### src/flash_prot_pkg.sv
// Shared constants and carriers for the program-memory protection checker.
// Assumes a 22-bit program/configuration byte address space and a 32-bit Avalon-MM slave port.
package flash_prot_pkg;

  localparam int unsigned ADDR_W = 22;
  localparam int unsigned AV_AW  = 2;
  localparam int unsigned AV_DW  = 32;

  // Avalon word offsets of the register file
  localparam logic [AV_AW-1:0] OFS_WPH      = 2'h0;
  localparam logic [AV_AW-1:0] OFS_TRP      = 2'h1;
  localparam logic [AV_AW-1:0] OFS_STATUS   = 2'h2;
  localparam logic [AV_AW-1:0] OFS_LASTADDR = 2'h3;

  // Configuration byte addresses of the two protection bytes
  localparam logic [ADDR_W-1:0] CFG_WPH_BYTE_ADDR = 22'h30000B;
  localparam logic [ADDR_W-1:0] CFG_TRP_BYTE_ADDR = 22'h30000C;

  // Write-protect byte fields
  localparam int unsigned WPH_EEPROM_BIT = 7;
  localparam int unsigned WPH_BOOT_BIT   = 6;
  localparam int unsigned WPH_CFG_BIT    = 5;
  localparam logic [7:0]  WPH_IMPL_MASK  = 8'hE0;
  localparam logic [7:0]  WPH_CLR_MASK   = 8'hC0;
  localparam logic [7:0]  WPH_RO_MASK    = 8'h20;
  localparam logic [7:0]  WPH_RESET      = 8'hE0;

  // Table-read protect byte fields, bit i guards block i
  localparam int unsigned TRP_BLOCKS    = 4;
  localparam logic [7:0]  TRP_IMPL_MASK = 8'h0F;
  localparam logic [7:0]  TRP_RESET     = 8'h0F;

  // Status word fields
  localparam int unsigned STS_SEEN_BIT    = 0;
  localparam int unsigned STS_LASTWR_BIT  = 1;
  localparam int unsigned STS_CAUSE_LSB   = 2;
  localparam int unsigned STS_PROG_BIT    = 8;
  localparam int unsigned STS_CNT_LSB     = 16;
  localparam int unsigned STS_CNT_CLR_BIT = 16;
  localparam logic [15:0] DENY_CNT_MAX    = 16'hFFFF;

  // Address map
  localparam logic [ADDR_W-1:0] BOOT_LO = 22'h000000;
  localparam logic [ADDR_W-1:0] BOOT_HI = 22'h0007FF;
  localparam logic [ADDR_W-1:0] BLK0_LO = 22'h000800;
  localparam logic [ADDR_W-1:0] BLK0_HI = 22'h003FFF;
  localparam logic [ADDR_W-1:0] BLK1_LO = 22'h004000;
  localparam logic [ADDR_W-1:0] BLK1_HI = 22'h007FFF;
  localparam logic [ADDR_W-1:0] BLK2_LO = 22'h008000;
  localparam logic [ADDR_W-1:0] BLK2_HI = 22'h00BFFF;
  localparam logic [ADDR_W-1:0] BLK3_LO = 22'h00C000;
  localparam logic [ADDR_W-1:0] BLK3_HI = 22'h00FFFF;
  localparam logic [ADDR_W-1:0] CFG_LO  = 22'h300000;
  localparam logic [ADDR_W-1:0] CFG_HI  = 22'h3000FF;

  typedef enum logic [2:0] {
    CAUSE_NONE  = 3'b000,
    CAUSE_BOOT  = 3'b001,
    CAUSE_CFG   = 3'b010,
    CAUSE_RD_B0 = 3'b100,
    CAUSE_RD_B1 = 3'b101,
    CAUSE_RD_B2 = 3'b110,
    CAUSE_RD_B3 = 3'b111
  } cause_t;

  typedef struct packed {
    logic              write;
    logic [ADDR_W-1:0] src;
    logic [ADDR_W-1:0] addr;
  } chk_req_t;

  typedef struct packed {
    logic   allow;
    cause_t cause;
  } chk_rsp_t;

endpackage : flash_prot_pkg

### src/prot_region_decode.sv
// Address decoder: tells which protected region a program-space byte address falls in.
// Assumes the address is stable for the cycle in which its result is used.
module prot_region_decode
  import flash_prot_pkg::*;
(
  input  wire logic [ADDR_W-1:0]     addr,
  output logic                       in_boot,
  output logic                       in_cfg,
  output logic [TRP_BLOCKS-1:0]      blk_hit
);

  always_comb begin
    in_boot    = (addr >= BOOT_LO) && (addr <= BOOT_HI);
    in_cfg     = (addr >= CFG_LO) && (addr <= CFG_HI);
    blk_hit[0] = (addr >= BLK0_LO) && (addr <= BLK0_HI);
    blk_hit[1] = (addr >= BLK1_LO) && (addr <= BLK1_HI);
    blk_hit[2] = (addr >= BLK2_LO) && (addr <= BLK2_HI);
    blk_hit[3] = (addr >= BLK3_LO) && (addr <= BLK3_HI);
  end

endmodule : prot_region_decode

### src/flash_block_protection_check.sv
// Protection checker for program-memory writes and table reads, with its protection bytes on Avalon-MM.
// Assumes the core presents one access at a time on CHK_VALID/CHK_REQ and that PROG_MODE is synchronous.
//
// What this block does
// - Boot write-lock bit 6 clear denies writes to 000000h-0007FFh; set allows them.
// - Config write-lock bit 5 clear blocks writes to 300000h-3000FFh; set allows.
// - Config write-lock bit is read-only normally, changeable only in programming mode.
// - Bits 4 to 0 of the write-protect byte read as zero.
// - Block-3 guard clear denies table reads of 00C000h-00FFFFh from code outside block 3.
// - Block-2 guard clear denies table reads of 008000h-00BFFFh from code outside block 2.
// - Block-0 guard clear denies table reads of 000800h-003FFFh from code outside block 0.
// - Bits 7 to 4 of the table-read protect byte read as zero.
// - Protection bits are one when unprogrammed; ordinary code can only clear them.
// - Table-read protect byte sits at 30000Ch, guards in bits three down to zero.
// - Write-protect byte sits at 30000Bh, with the EEPROM write-lock in bit seven.
//
// The address map and the Avalon-MM slave port were decided locally.
module flash_block_protection_check
  import flash_prot_pkg::*;
(
  input  wire logic              CLK,
  input  wire logic              SYS_RST,
  input  wire logic              PROG_MODE,
  input  wire logic [AV_AW-1:0]  AVS_ADDRESS,
  input  wire logic              AVS_READ,
  input  wire logic              AVS_WRITE,
  input  wire logic [AV_DW-1:0]  AVS_WRITEDATA,
  input  wire logic [3:0]        AVS_BYTEENABLE,
  output logic      [AV_DW-1:0]  AVS_READDATA,
  output logic                   AVS_WAITREQUEST,
  input  wire logic              CHK_VALID,
  input  wire chk_req_t          CHK_REQ,
  output logic                   CHK_DONE,
  output chk_rsp_t               CHK_RSP
);

  // Protection bytes
  logic [7:0]            wph_q;
  logic [7:0]            wph_d;
  logic [7:0]            trp_q;
  logic [7:0]            trp_d;

  // Bus handshake
  logic                  wait_q;
  logic [AV_DW-1:0]      rdata_q;
  logic [AV_DW-1:0]      rdata_d;
  logic                  bus_req;
  logic                  wr_fire;
  logic                  cfg_open;

  // Check path
  logic                  tgt_boot;
  logic                  tgt_cfg;
  logic [TRP_BLOCKS-1:0] tgt_blk;
  logic                  src_boot;
  logic                  src_cfg;
  logic [TRP_BLOCKS-1:0] src_blk;
  logic                  boot_wr_deny;
  logic                  cfg_wr_deny;
  logic [TRP_BLOCKS-1:0] rd_deny;
  logic                  deny;
  cause_t                cause;
  logic                  done_q;
  chk_rsp_t              rsp_q;

  // Deny record
  logic                  seen_q;
  logic                  last_wr_q;
  cause_t                last_cause_q;
  logic [15:0]           cnt_q;
  logic [ADDR_W-1:0]     last_addr_q;
  logic                  deny_evt;
  logic                  sts_wr;

  prot_region_decode u_tgt_decode (
    .addr    (CHK_REQ.addr),
    .in_boot (tgt_boot),
    .in_cfg  (tgt_cfg),
    .blk_hit (tgt_blk)
  );

  // Source decode: only the block membership of the issuing code matters
  prot_region_decode u_src_decode (
    .addr    (CHK_REQ.src),
    .in_boot (src_boot),
    .in_cfg  (src_cfg),
    .blk_hit (src_blk)
  );

  // ---------------- Access check ----------------

  always_comb begin
    boot_wr_deny = CHK_REQ.write && tgt_boot && !wph_q[WPH_BOOT_BIT];
    cfg_wr_deny  = CHK_REQ.write && tgt_cfg && !wph_q[WPH_CFG_BIT];
  end

  // Per-block table-read guard: a read from inside the same block always passes
  genvar gi;
  generate
    for (gi = 0; gi < TRP_BLOCKS; gi++) begin : g_guard
      always_comb begin
        rd_deny[gi] = !CHK_REQ.write && tgt_blk[gi] && !src_blk[gi] && !trp_q[gi];
      end
    end
  endgenerate

  always_comb begin
    deny  = boot_wr_deny || cfg_wr_deny || (rd_deny != '0);
    cause = CAUSE_NONE;
    if (boot_wr_deny) begin
      cause = CAUSE_BOOT;
    end else if (cfg_wr_deny) begin
      cause = CAUSE_CFG;
    end else if (rd_deny[0]) begin
      cause = CAUSE_RD_B0;
    end else if (rd_deny[1]) begin
      cause = CAUSE_RD_B1;
    end else if (rd_deny[2]) begin
      cause = CAUSE_RD_B2;
    end else if (rd_deny[3]) begin
      cause = CAUSE_RD_B3;
    end
  end

  // Answer one cycle after the request: CHK_DONE pulses for one cycle, the response is held until the next request
  always_ff @(posedge CLK) begin
    if (SYS_RST) begin
      done_q <= 1'b0;
    end else begin
      done_q <= CHK_VALID;
    end
  end

  always_ff @(posedge CLK) begin
    if (SYS_RST) begin
      rsp_q <= '{allow: 1'b0, cause: CAUSE_NONE};
    end else if (CHK_VALID) begin
      rsp_q.allow <= !deny;
      rsp_q.cause <= cause;
    end
  end

  // ---------------- Avalon handshake ----------------

  always_comb begin
    bus_req  = AVS_READ || AVS_WRITE;
    wr_fire  = AVS_WRITE && !wait_q && AVS_BYTEENABLE[0];
    // Protection bytes live in configuration space, so the config lock guards them too
    cfg_open = PROG_MODE || wph_q[WPH_CFG_BIT];
    sts_wr   = wr_fire && (AVS_ADDRESS == OFS_STATUS);
  end

  // One wait state: waitrequest drops for exactly one cycle per request
  always_ff @(posedge CLK) begin
    if (SYS_RST) begin
      wait_q <= 1'b1;
    end else begin
      wait_q <= !(bus_req && wait_q);
    end
  end

  always_ff @(posedge CLK) begin
    if (SYS_RST) begin
      rdata_q <= '0;
    end else if (AVS_READ && wait_q) begin
      rdata_q <= rdata_d;
    end
  end

  // ---------------- Protection bytes ----------------

  always_comb begin
    wph_d = wph_q;
    trp_d = trp_q;
    if (PROG_MODE) begin
      wph_d = AVS_WRITEDATA[7:0] & WPH_IMPL_MASK;
      trp_d = AVS_WRITEDATA[7:0] & TRP_IMPL_MASK;
    end else begin
      // Normal code can only clear; the config lock keeps its value
      wph_d = (wph_q & AVS_WRITEDATA[7:0] & WPH_CLR_MASK) | (wph_q & WPH_RO_MASK);
      trp_d = trp_q & AVS_WRITEDATA[7:0] & TRP_IMPL_MASK;
    end
  end

  always_ff @(posedge CLK) begin
    if (SYS_RST) begin
      wph_q <= WPH_RESET;
    end else if (wr_fire && cfg_open && (AVS_ADDRESS == OFS_WPH)) begin
      wph_q <= wph_d;
    end
  end

  always_ff @(posedge CLK) begin
    if (SYS_RST) begin
      trp_q <= TRP_RESET;
    end else if (wr_fire && cfg_open && (AVS_ADDRESS == OFS_TRP)) begin
      trp_q <= trp_d;
    end
  end

  // ---------------- Deny record ----------------

  always_comb begin
    deny_evt = CHK_VALID && deny;
  end

  // Sticky flag: a new denial wins over a clear in the same cycle
  always_ff @(posedge CLK) begin
    if (SYS_RST) begin
      seen_q <= 1'b0;
    end else if (deny_evt) begin
      seen_q <= 1'b1;
    end else if (sts_wr && AVS_WRITEDATA[STS_SEEN_BIT]) begin
      seen_q <= 1'b0;
    end
  end

  always_ff @(posedge CLK) begin
    if (SYS_RST) begin
      cnt_q <= '0;
    end else if (deny_evt && sts_wr && AVS_WRITEDATA[STS_CNT_CLR_BIT]) begin
      cnt_q <= 16'h0001;
    end else if (sts_wr && AVS_WRITEDATA[STS_CNT_CLR_BIT]) begin
      cnt_q <= '0;
    end else if (deny_evt && (cnt_q != DENY_CNT_MAX)) begin
      cnt_q <= cnt_q + 16'h0001;
    end
  end

  always_ff @(posedge CLK) begin
    if (SYS_RST) begin
      last_wr_q    <= 1'b0;
      last_cause_q <= CAUSE_NONE;
      last_addr_q  <= '0;
    end else if (deny_evt) begin
      last_wr_q    <= CHK_REQ.write;
      last_cause_q <= cause;
      last_addr_q  <= CHK_REQ.addr;
    end
  end

  // ---------------- Read back ----------------

  always_comb begin
    rdata_d = '0;
    unique case (AVS_ADDRESS)
      OFS_WPH: begin
        // Image of the byte at CFG_WPH_BYTE_ADDR, low five bits zero
        rdata_d[7:0] = wph_q & WPH_IMPL_MASK;
      end
      OFS_TRP: begin
        // Image of the byte at CFG_TRP_BYTE_ADDR, high nibble zero
        rdata_d[7:0] = trp_q & TRP_IMPL_MASK;
      end
      OFS_STATUS: begin
        rdata_d[STS_SEEN_BIT]          = seen_q;
        rdata_d[STS_LASTWR_BIT]        = last_wr_q;
        rdata_d[STS_CAUSE_LSB +: 3]    = last_cause_q;
        rdata_d[STS_PROG_BIT]          = PROG_MODE;
        rdata_d[STS_CNT_LSB +: 16]     = cnt_q;
      end
      OFS_LASTADDR: begin
        rdata_d[ADDR_W-1:0] = last_addr_q;
      end
    endcase
  end

  // ---------------- Outputs ----------------

  always_comb begin
    AVS_READDATA    = rdata_q;
    AVS_WAITREQUEST = wait_q;
    CHK_DONE        = done_q;
    CHK_RSP         = rsp_q;
  end

endmodule : flash_block_protection_check

### config.mk
export PLATFORM = sky130hd
export DESIGN_NAME = flash_block_protection_check
export DESIGN_NICKNAME = d
export VERILOG_FILES = /design/src/flash_prot_pkg.sv /design/src/prot_region_decode.sv /design/src/flash_block_protection_check.sv
export SDC_FILE = /design/constraint.sdc
export NUM_CORES = 1
export LEC_CHECK = 0
export ABC_AREA = 1
export BUFFER_PORTS_ARGS = -buffer_cell sky130_fd_sc_hd__buf_2
export CORE_MARGIN = 5
export CORE_UTILIZATION = 55
export CTS_CLUSTER_DIAMETER = 30
export CTS_CLUSTER_SIZE = 28
export DETAILED_ROUTE_END_ITERATION = 7
export PLACE_DENSITY = 0.91
export SETUP_SLACK_MARGIN = 0.2
export SYNTH_ARGS = -nofsm -noshare
export SYNTH_HDL_FRONTEND = slang
export SYNTH_SLANG_ARGS = --single-unit
### constraint.sdc
create_clock -name CLK -period 4.55 [get_ports CLK]
set_clock_uncertainty 0.2 [all_clocks]
set_input_delay 0.455 -clock CLK [delete_from_list [all_inputs] [get_ports CLK]]
set_output_delay 0.455 -clock CLK [all_outputs]
set_load 0.05 [all_outputs]
---- Word-level counts from Yosys, hierarchy flattened ----
Index checks and enable logic that the tools add are counted.
word-level totals
  input bits .............................. 89
  output and inout bits ................... 38
  bits in registers ....................... 93
  bits in latches ......................... 0
  memories ................................ 0
  bits in writable memories ............... 0
  bits in read-only memories .............. 0
operators by class
  $mul .................................... 0
  bitwise logic cells ..................... 3
  $add $sub $neg .......................... 1
  div/mod/pow operators ................... 0
  reduce and logical (&&, ||, !) cells .... 63
  shift operators ......................... 0
  order comparisons ....................... 20
  eq/ne operators ......................... 4
  mux-type cells .......................... 19
operators with widths
  operator                                                                 number
  22-bit by 16-bit >= comparator with 1-bit output, second input constant  4
  22-bit by 16-bit <= comparator with 1-bit output, second input constant  4
  22-bit by 12-bit >= comparator with 1-bit output, second input constant  2
  22-bit by 15-bit >= comparator with 1-bit output, second input constant  2
  22-bit by 14-bit <= comparator with 1-bit output, second input constant  2
  22-bit by 15-bit <= comparator with 1-bit output, second input constant  2
  1-bit logical AND                                                        40
  22-bit by 1-bit >= comparator with 1-bit output, second input constant   1
  22-bit >= comparator, second input constant                              1
  22-bit by 11-bit <= comparator with 1-bit output, second input constant  1
  22-bit <= comparator, second input constant                              1
  5-bit case mux with 4 select lines                                       1
  3-bit two-way mux                                                        6
  16-bit by 1-bit adder with 16-bit output, second input constant          1
  16-bit inequality test, second input constant                            1
  1-bit zero test                                                          14
  6-bit case mux with 2 select lines                                       1
  10-bit two-way mux                                                       1
  8-bit bitwise AND                                                        1
  8-bit two-way mux                                                        1
  8-bit by 6-bit bitwise OR with 8-bit output                              1
  7-bit two-way mux                                                        1
  3-bit case mux with 2 select lines                                       1
  1-bit two-way mux                                                        5
  11 further kinds                                                         15

---- Depth between registers and ports, before layout ----
  depth in word-level cells ............... 12
  mapped depth ............................ 15
  gate-level depth less buffers ........... 14

---- Hierarchy ----
Synthesis repeated with hierarchy kept, for this count alone.
unflattened totals
  cell total of the unflattened synthesis .. 638
  area, all modules ....................... 4284.1 µm²
modules (own cells, without submodules)
  module                        area each (µm²)  times used  sequential area each (µm²)  cells each
  flash_block_protection_check  3943.8           1           1761.7                      556
  prot_region_decode            170.2            2           0.0                         41

---- Worst setup path after synthesis ----
Ideal clock, no wire load.
  path kind ............................... input to register
  from .................................... input port CHK_REQ[12] (netlist name)
  to ...................................... register last_wr_q
  arrival ................................. 1.628 ns
  setup slack ............................. 2.610 ns
  path buffers ............................ 2
  library setup time ...................... 0.112 ns
  stages .................................. 14
  cells stage by stage .................... nor2_1 > nand2_1 > nor2_1 > nand2_2 > nand2_1 > nor2_1 > nor2_2 > nand2_2 > nand2_2 > nand2_4 > buf_8 > buf_12 > o21ai_2 > inv_1
between the ends
  longest elaborated chain between the ends .. 8
  elaborated cells between the ends (all ways) .. 38
  classes of those cells .................. order compare (12); reduce/logical (26)
RTL lines
  what                                                                      RTL line                             text
  start: declaration                                                        flash_block_protection_check.sv:32   input wire chk_req_t CHK_REQ,
  22-bit by 12-bit >= comparator with 1-bit output (tied with other cells)  prot_region_decode.sv:15             blk_hit[0] = (addr >= BLK0_LO) && (addr <= BLK0_HI);
  1-bit logical AND, on equally long branches                               n/a
  1-bit logical AND (3 in a row)                                            flash_block_protection_check.sv:102  rd_deny[gi] = !CHK_REQ.write && tgt_blk[gi] && !src_blk[gi] && !trp_q[gi];
  4-bit nonzero test                                                        flash_block_protection_check.sv:108  deny = boot_wr_deny || cfg_wr_deny || (rd_deny != '0);
  1-bit logical OR (*)                                                      flash_block_protection_check.sv:108
  1-bit logical AND (*)                                                     flash_block_protection_check.sv:204  deny_evt = CHK_VALID && deny;
  end signal: assignment                                                    flash_block_protection_check.sv:236  last_wr_q <= CHK_REQ.write;
  end: declaration                                                          flash_block_protection_check.sv:68   logic last_wr_q;
Every way passes the cells marked *; elsewhere a longest branch is shown, timed or not.
A chain may end at the register's enable or synchronous reset.

---- Final worst setup path ----
  from .................................... input port CHK_REQ[12] (netlist name)
  to ...................................... register last_addr_q[20]
between the ends
  longest elaborated chain between the ends .. 8
  elaborated cells between the ends (all ways) .. 38
  classes of those cells .................. order compare (12); reduce/logical (26)
RTL lines
  what                                                                      RTL line                             text
  22-bit by 12-bit >= comparator with 1-bit output (tied with other cells)  prot_region_decode.sv:15
  1-bit logical AND, on equally long branches                               n/a
  1-bit logical AND (3 in a row)                                            flash_block_protection_check.sv:102
  4-bit nonzero test                                                        flash_block_protection_check.sv:108
  1-bit logical OR (*)                                                      flash_block_protection_check.sv:108
  1-bit logical AND (*)                                                     flash_block_protection_check.sv:204
  end signal: assignment                                                    flash_block_protection_check.sv:238  last_addr_q <= CHK_REQ.addr;
  end: declaration                                                          flash_block_protection_check.sv:71   logic [ADDR_W-1:0] last_addr_q;
Marks and branches as above.

==> metrics.yaml <==
ys_warn_count: 0
drive_above_1_share_pct: 24.5
fin_ws_ns: 1.77
setup.worst_path.start_class: "primary input"
syn_inst: 567
total_leakage_power_nw: 2.02
syn_area_per_cell_sq_um: 7.39
hold_viol: 0
fmax_mhz: 359
max-slew-margin-rel_pct: 42.8
synth_async_sr_flop_share_pct: 0
endpoint_kind: "flop"
irDropWorstVdd_v: 0.000174
rsz0062_at_grt: "false"
die_width_microns: 97.3
via_per_inst: 5.50
diodes: 0
final-seq-area_sq_um: 1760
antenna_found_initial: 0
gp_congestion: 0.922
period_share_pct: 61.2
cellPowerDensity_nw_per_um2: 306
ant_nets: 0
clockRootBuffer: "clkbuf_8"
drtIter0Drc: 390
num_vias: 4100
yosysSeqAreaShare_pct: 42.0
insertion_delay_ns: 0.36
cts_max_level: 3
drc: 0
synth_xor_xnor_area_share_pct: 2.72
initial_core_util_pct: 57.2
io_pins: 127
grt_pass1_vias: 4082
synth_nets: 662
postCtsSetupRepairBufs: 0
r2r_start: "wph_q[5]"
cts_tree: "done"
critPathLaunch: "CHK_REQ[12]"
wl_mm: 10.8
core_region_area_sq_um: 7330
final_common_cell: "nand2_1"
die_h_microns: 97.3
grt_pass1_wl_mm: 18.5
synthAdderAreaFrac_pct: 1.79
n_fill_cell: 609
synth_edf_count: 0
post_drt_wl_per_cell_microns: 14.4
numClockSinks: 88
fin_tns_setup_ns: 0
post-place-ws_ns: 1.53
synth.distinct_cells: 38
grt_max_degree: 55
synthMuxAreaShare_pct: 0
path_class: "primary input to flop"
design.die.area_sq_um: 9470
path_clk_slew_ns: 0.09
min_from: "AVS_READ"
nets: 736
synth_ff_type: "dfxtp_1"
gr-usage-all-layers_pct: 23.4
synth_area_sq_um: 4190
clockBufferDepth: 2
arrival_ns: 2.83
multiInputGateArea_sq_um: 2120
ctsHoldBuffers: 0
numCtsBuffers: 9
layout_common_cells: "139 x nand2_1, 88 x dfxtp_1, 88 x buf_2"
synth_top_family_by_area: "simple AND/OR/NAND/NOR gates"
synthToLayoutAreaGrowth_pct: 14.6
status: "finished, final reports clean"
cts_resized: 0
slew_viol_final: 0
crit_path_max_fanout: 39
synth_seq_cells: 88
place_hpwl_mm: 7.71
synth_simple_gate_area_share_pct: 30.9
row_count: 31
io_buffers: 88
worstPathRequired_ns: 4.60
min_path_type: "primary input to flop"
cap_viol_max_count: 0
fin_crit_ns: 2.78
max_slew.worst_pin.slew_ns: 0.858
gr-total-overflow: 0
drt_pass1_iterations: 5
setup_viol_count_final: 0
synth-compound-area-share_pct: 15.1
where the power goes:
| part | total (mW) | internal, mW | leakage (nW) | switching [mW] |
|---|---|---|---|---|
| Clock | 0.543 | 0.256 | 0.0887 | 0.287 |
| Sequential | 0.783 | 0.778 | 0.712 | 0.00509 |
| Combinational | 0.142 | 0.0388 | 1.22 | 0.103 |
worst max-delay path, stage by stage:
cell,delay [ns]
buf_2,0.11
nor2_1,0.15
nand2_1,0.13
nor2_1,0.16
nand2_2,0.09
o31ai_1,0.24
nand2_1,0.13
nand2_4,0.44
clkinv_2,0.48
o21ai_0,0.36
nor2_1,0.06
kinds of logic (layout without fill, tap and decap cells):
family | after synthesis | in the layout
adders and majority gates | 6 | 6
DFF | 88 | 88
and+or+nand+nor | 287 | 287
buffers and inverters | 66 | 145
AOI/OAI and AO/OA | 107 | 107
xor gates and xnor gates | 13 | 13
synthesized netlist by cell type, types with 2 or more instances:
cell / count / area [sq um]
nand2_1: 139 / 522
dfxtp_1: 88 / 1760
a21oi_1: 63 / 315
nor2_1: 54 / 203
nand3_1: 48 / 240
inv_1: 35 / 131
nand2_2: 20 / 125
clkbuf_1: 18 / 67.6
a21oi_2: 16 / 140
o21ai_0: 14 / 70.1
xor2_1: 9 / 78.8
ha_1: 6 / 75.1
nand4_1: 6 / 37.5
nor3_1: 6 / 30.0
o22ai_1: 6 / 37.5
a22o_1: 4 / 35.0
xnor2_1: 4 / 35.0
buf_4: 3 / 22.5
inv_2: 3 / 11.3
nand3b_1: 3 / 22.5
nor2_2: 3 / 18.8
buf_12: 2 / 40.0
nor2_4: 2 / 22.5
metal layers:
| layer | up-vias | global-route usage (%) | routed length (microns) |
|---|---|---|---|
| li1 | 1997 | - | - |
| met1 | 1876 | 29.1 | 4310 |
| met5 | - | 0 | 0 |
| met2 | 190 | 38.7 | 5200 |
| met3 | 37 | 4.88 | 903 |
| met4 | 0 | 10.9 | 333 |
layout make-up:
type / instances / area share (%)
flip-flops and latches: 88 / 36.7
clock inverters: 6 / 1.46
clock buffers: 10 / 2.66
multi-input cells: 413 / 44.1
inverters: 39 / 3.07
repair buffers: 90 / 9.48
well taps: 99 / 2.58
metrics by stage:
stage	area, sq um	std cells	utilization, %	power, mW	hold slack (ns)
3_5_place_dp	4610	729	62.8	0.943	0.230
5_1_grt	4800	745	65.5	1.53	0.0940
2_1_floorplan	4190	567	-	0.889	0.217
3_3_place_gp	4610	729	62.8	0.939	0.226
6_report	4800	745	65.5	1.47	0.0993
4_1_cts	4800	745	65.5	1.47	0.0933
flip-flops by register name, indices dropped and copies added (netlist names):
signal,flops
seen_q,1
last_cause_q,3
CHK_RSP,4
last_wr_q,1
last_addr_q,22
trp_q,4
wph_q,3
CHK_DONE,1
AVS_WAITREQUEST,1
AVS_READDATA,32
cnt_q,16
worst paths after layout:
path	endpoint	slack (ns)	cells past startpoint
setup reg to reg	last_addr_q[20]	1.86	10
hold / removal	AVS_WAITREQUEST	0.1	2
hold reg to reg	last_addr_q[16]	0.25	2
setup / recovery	last_addr_q[20]	1.77	11
Power figures use the tool's default switching activity.
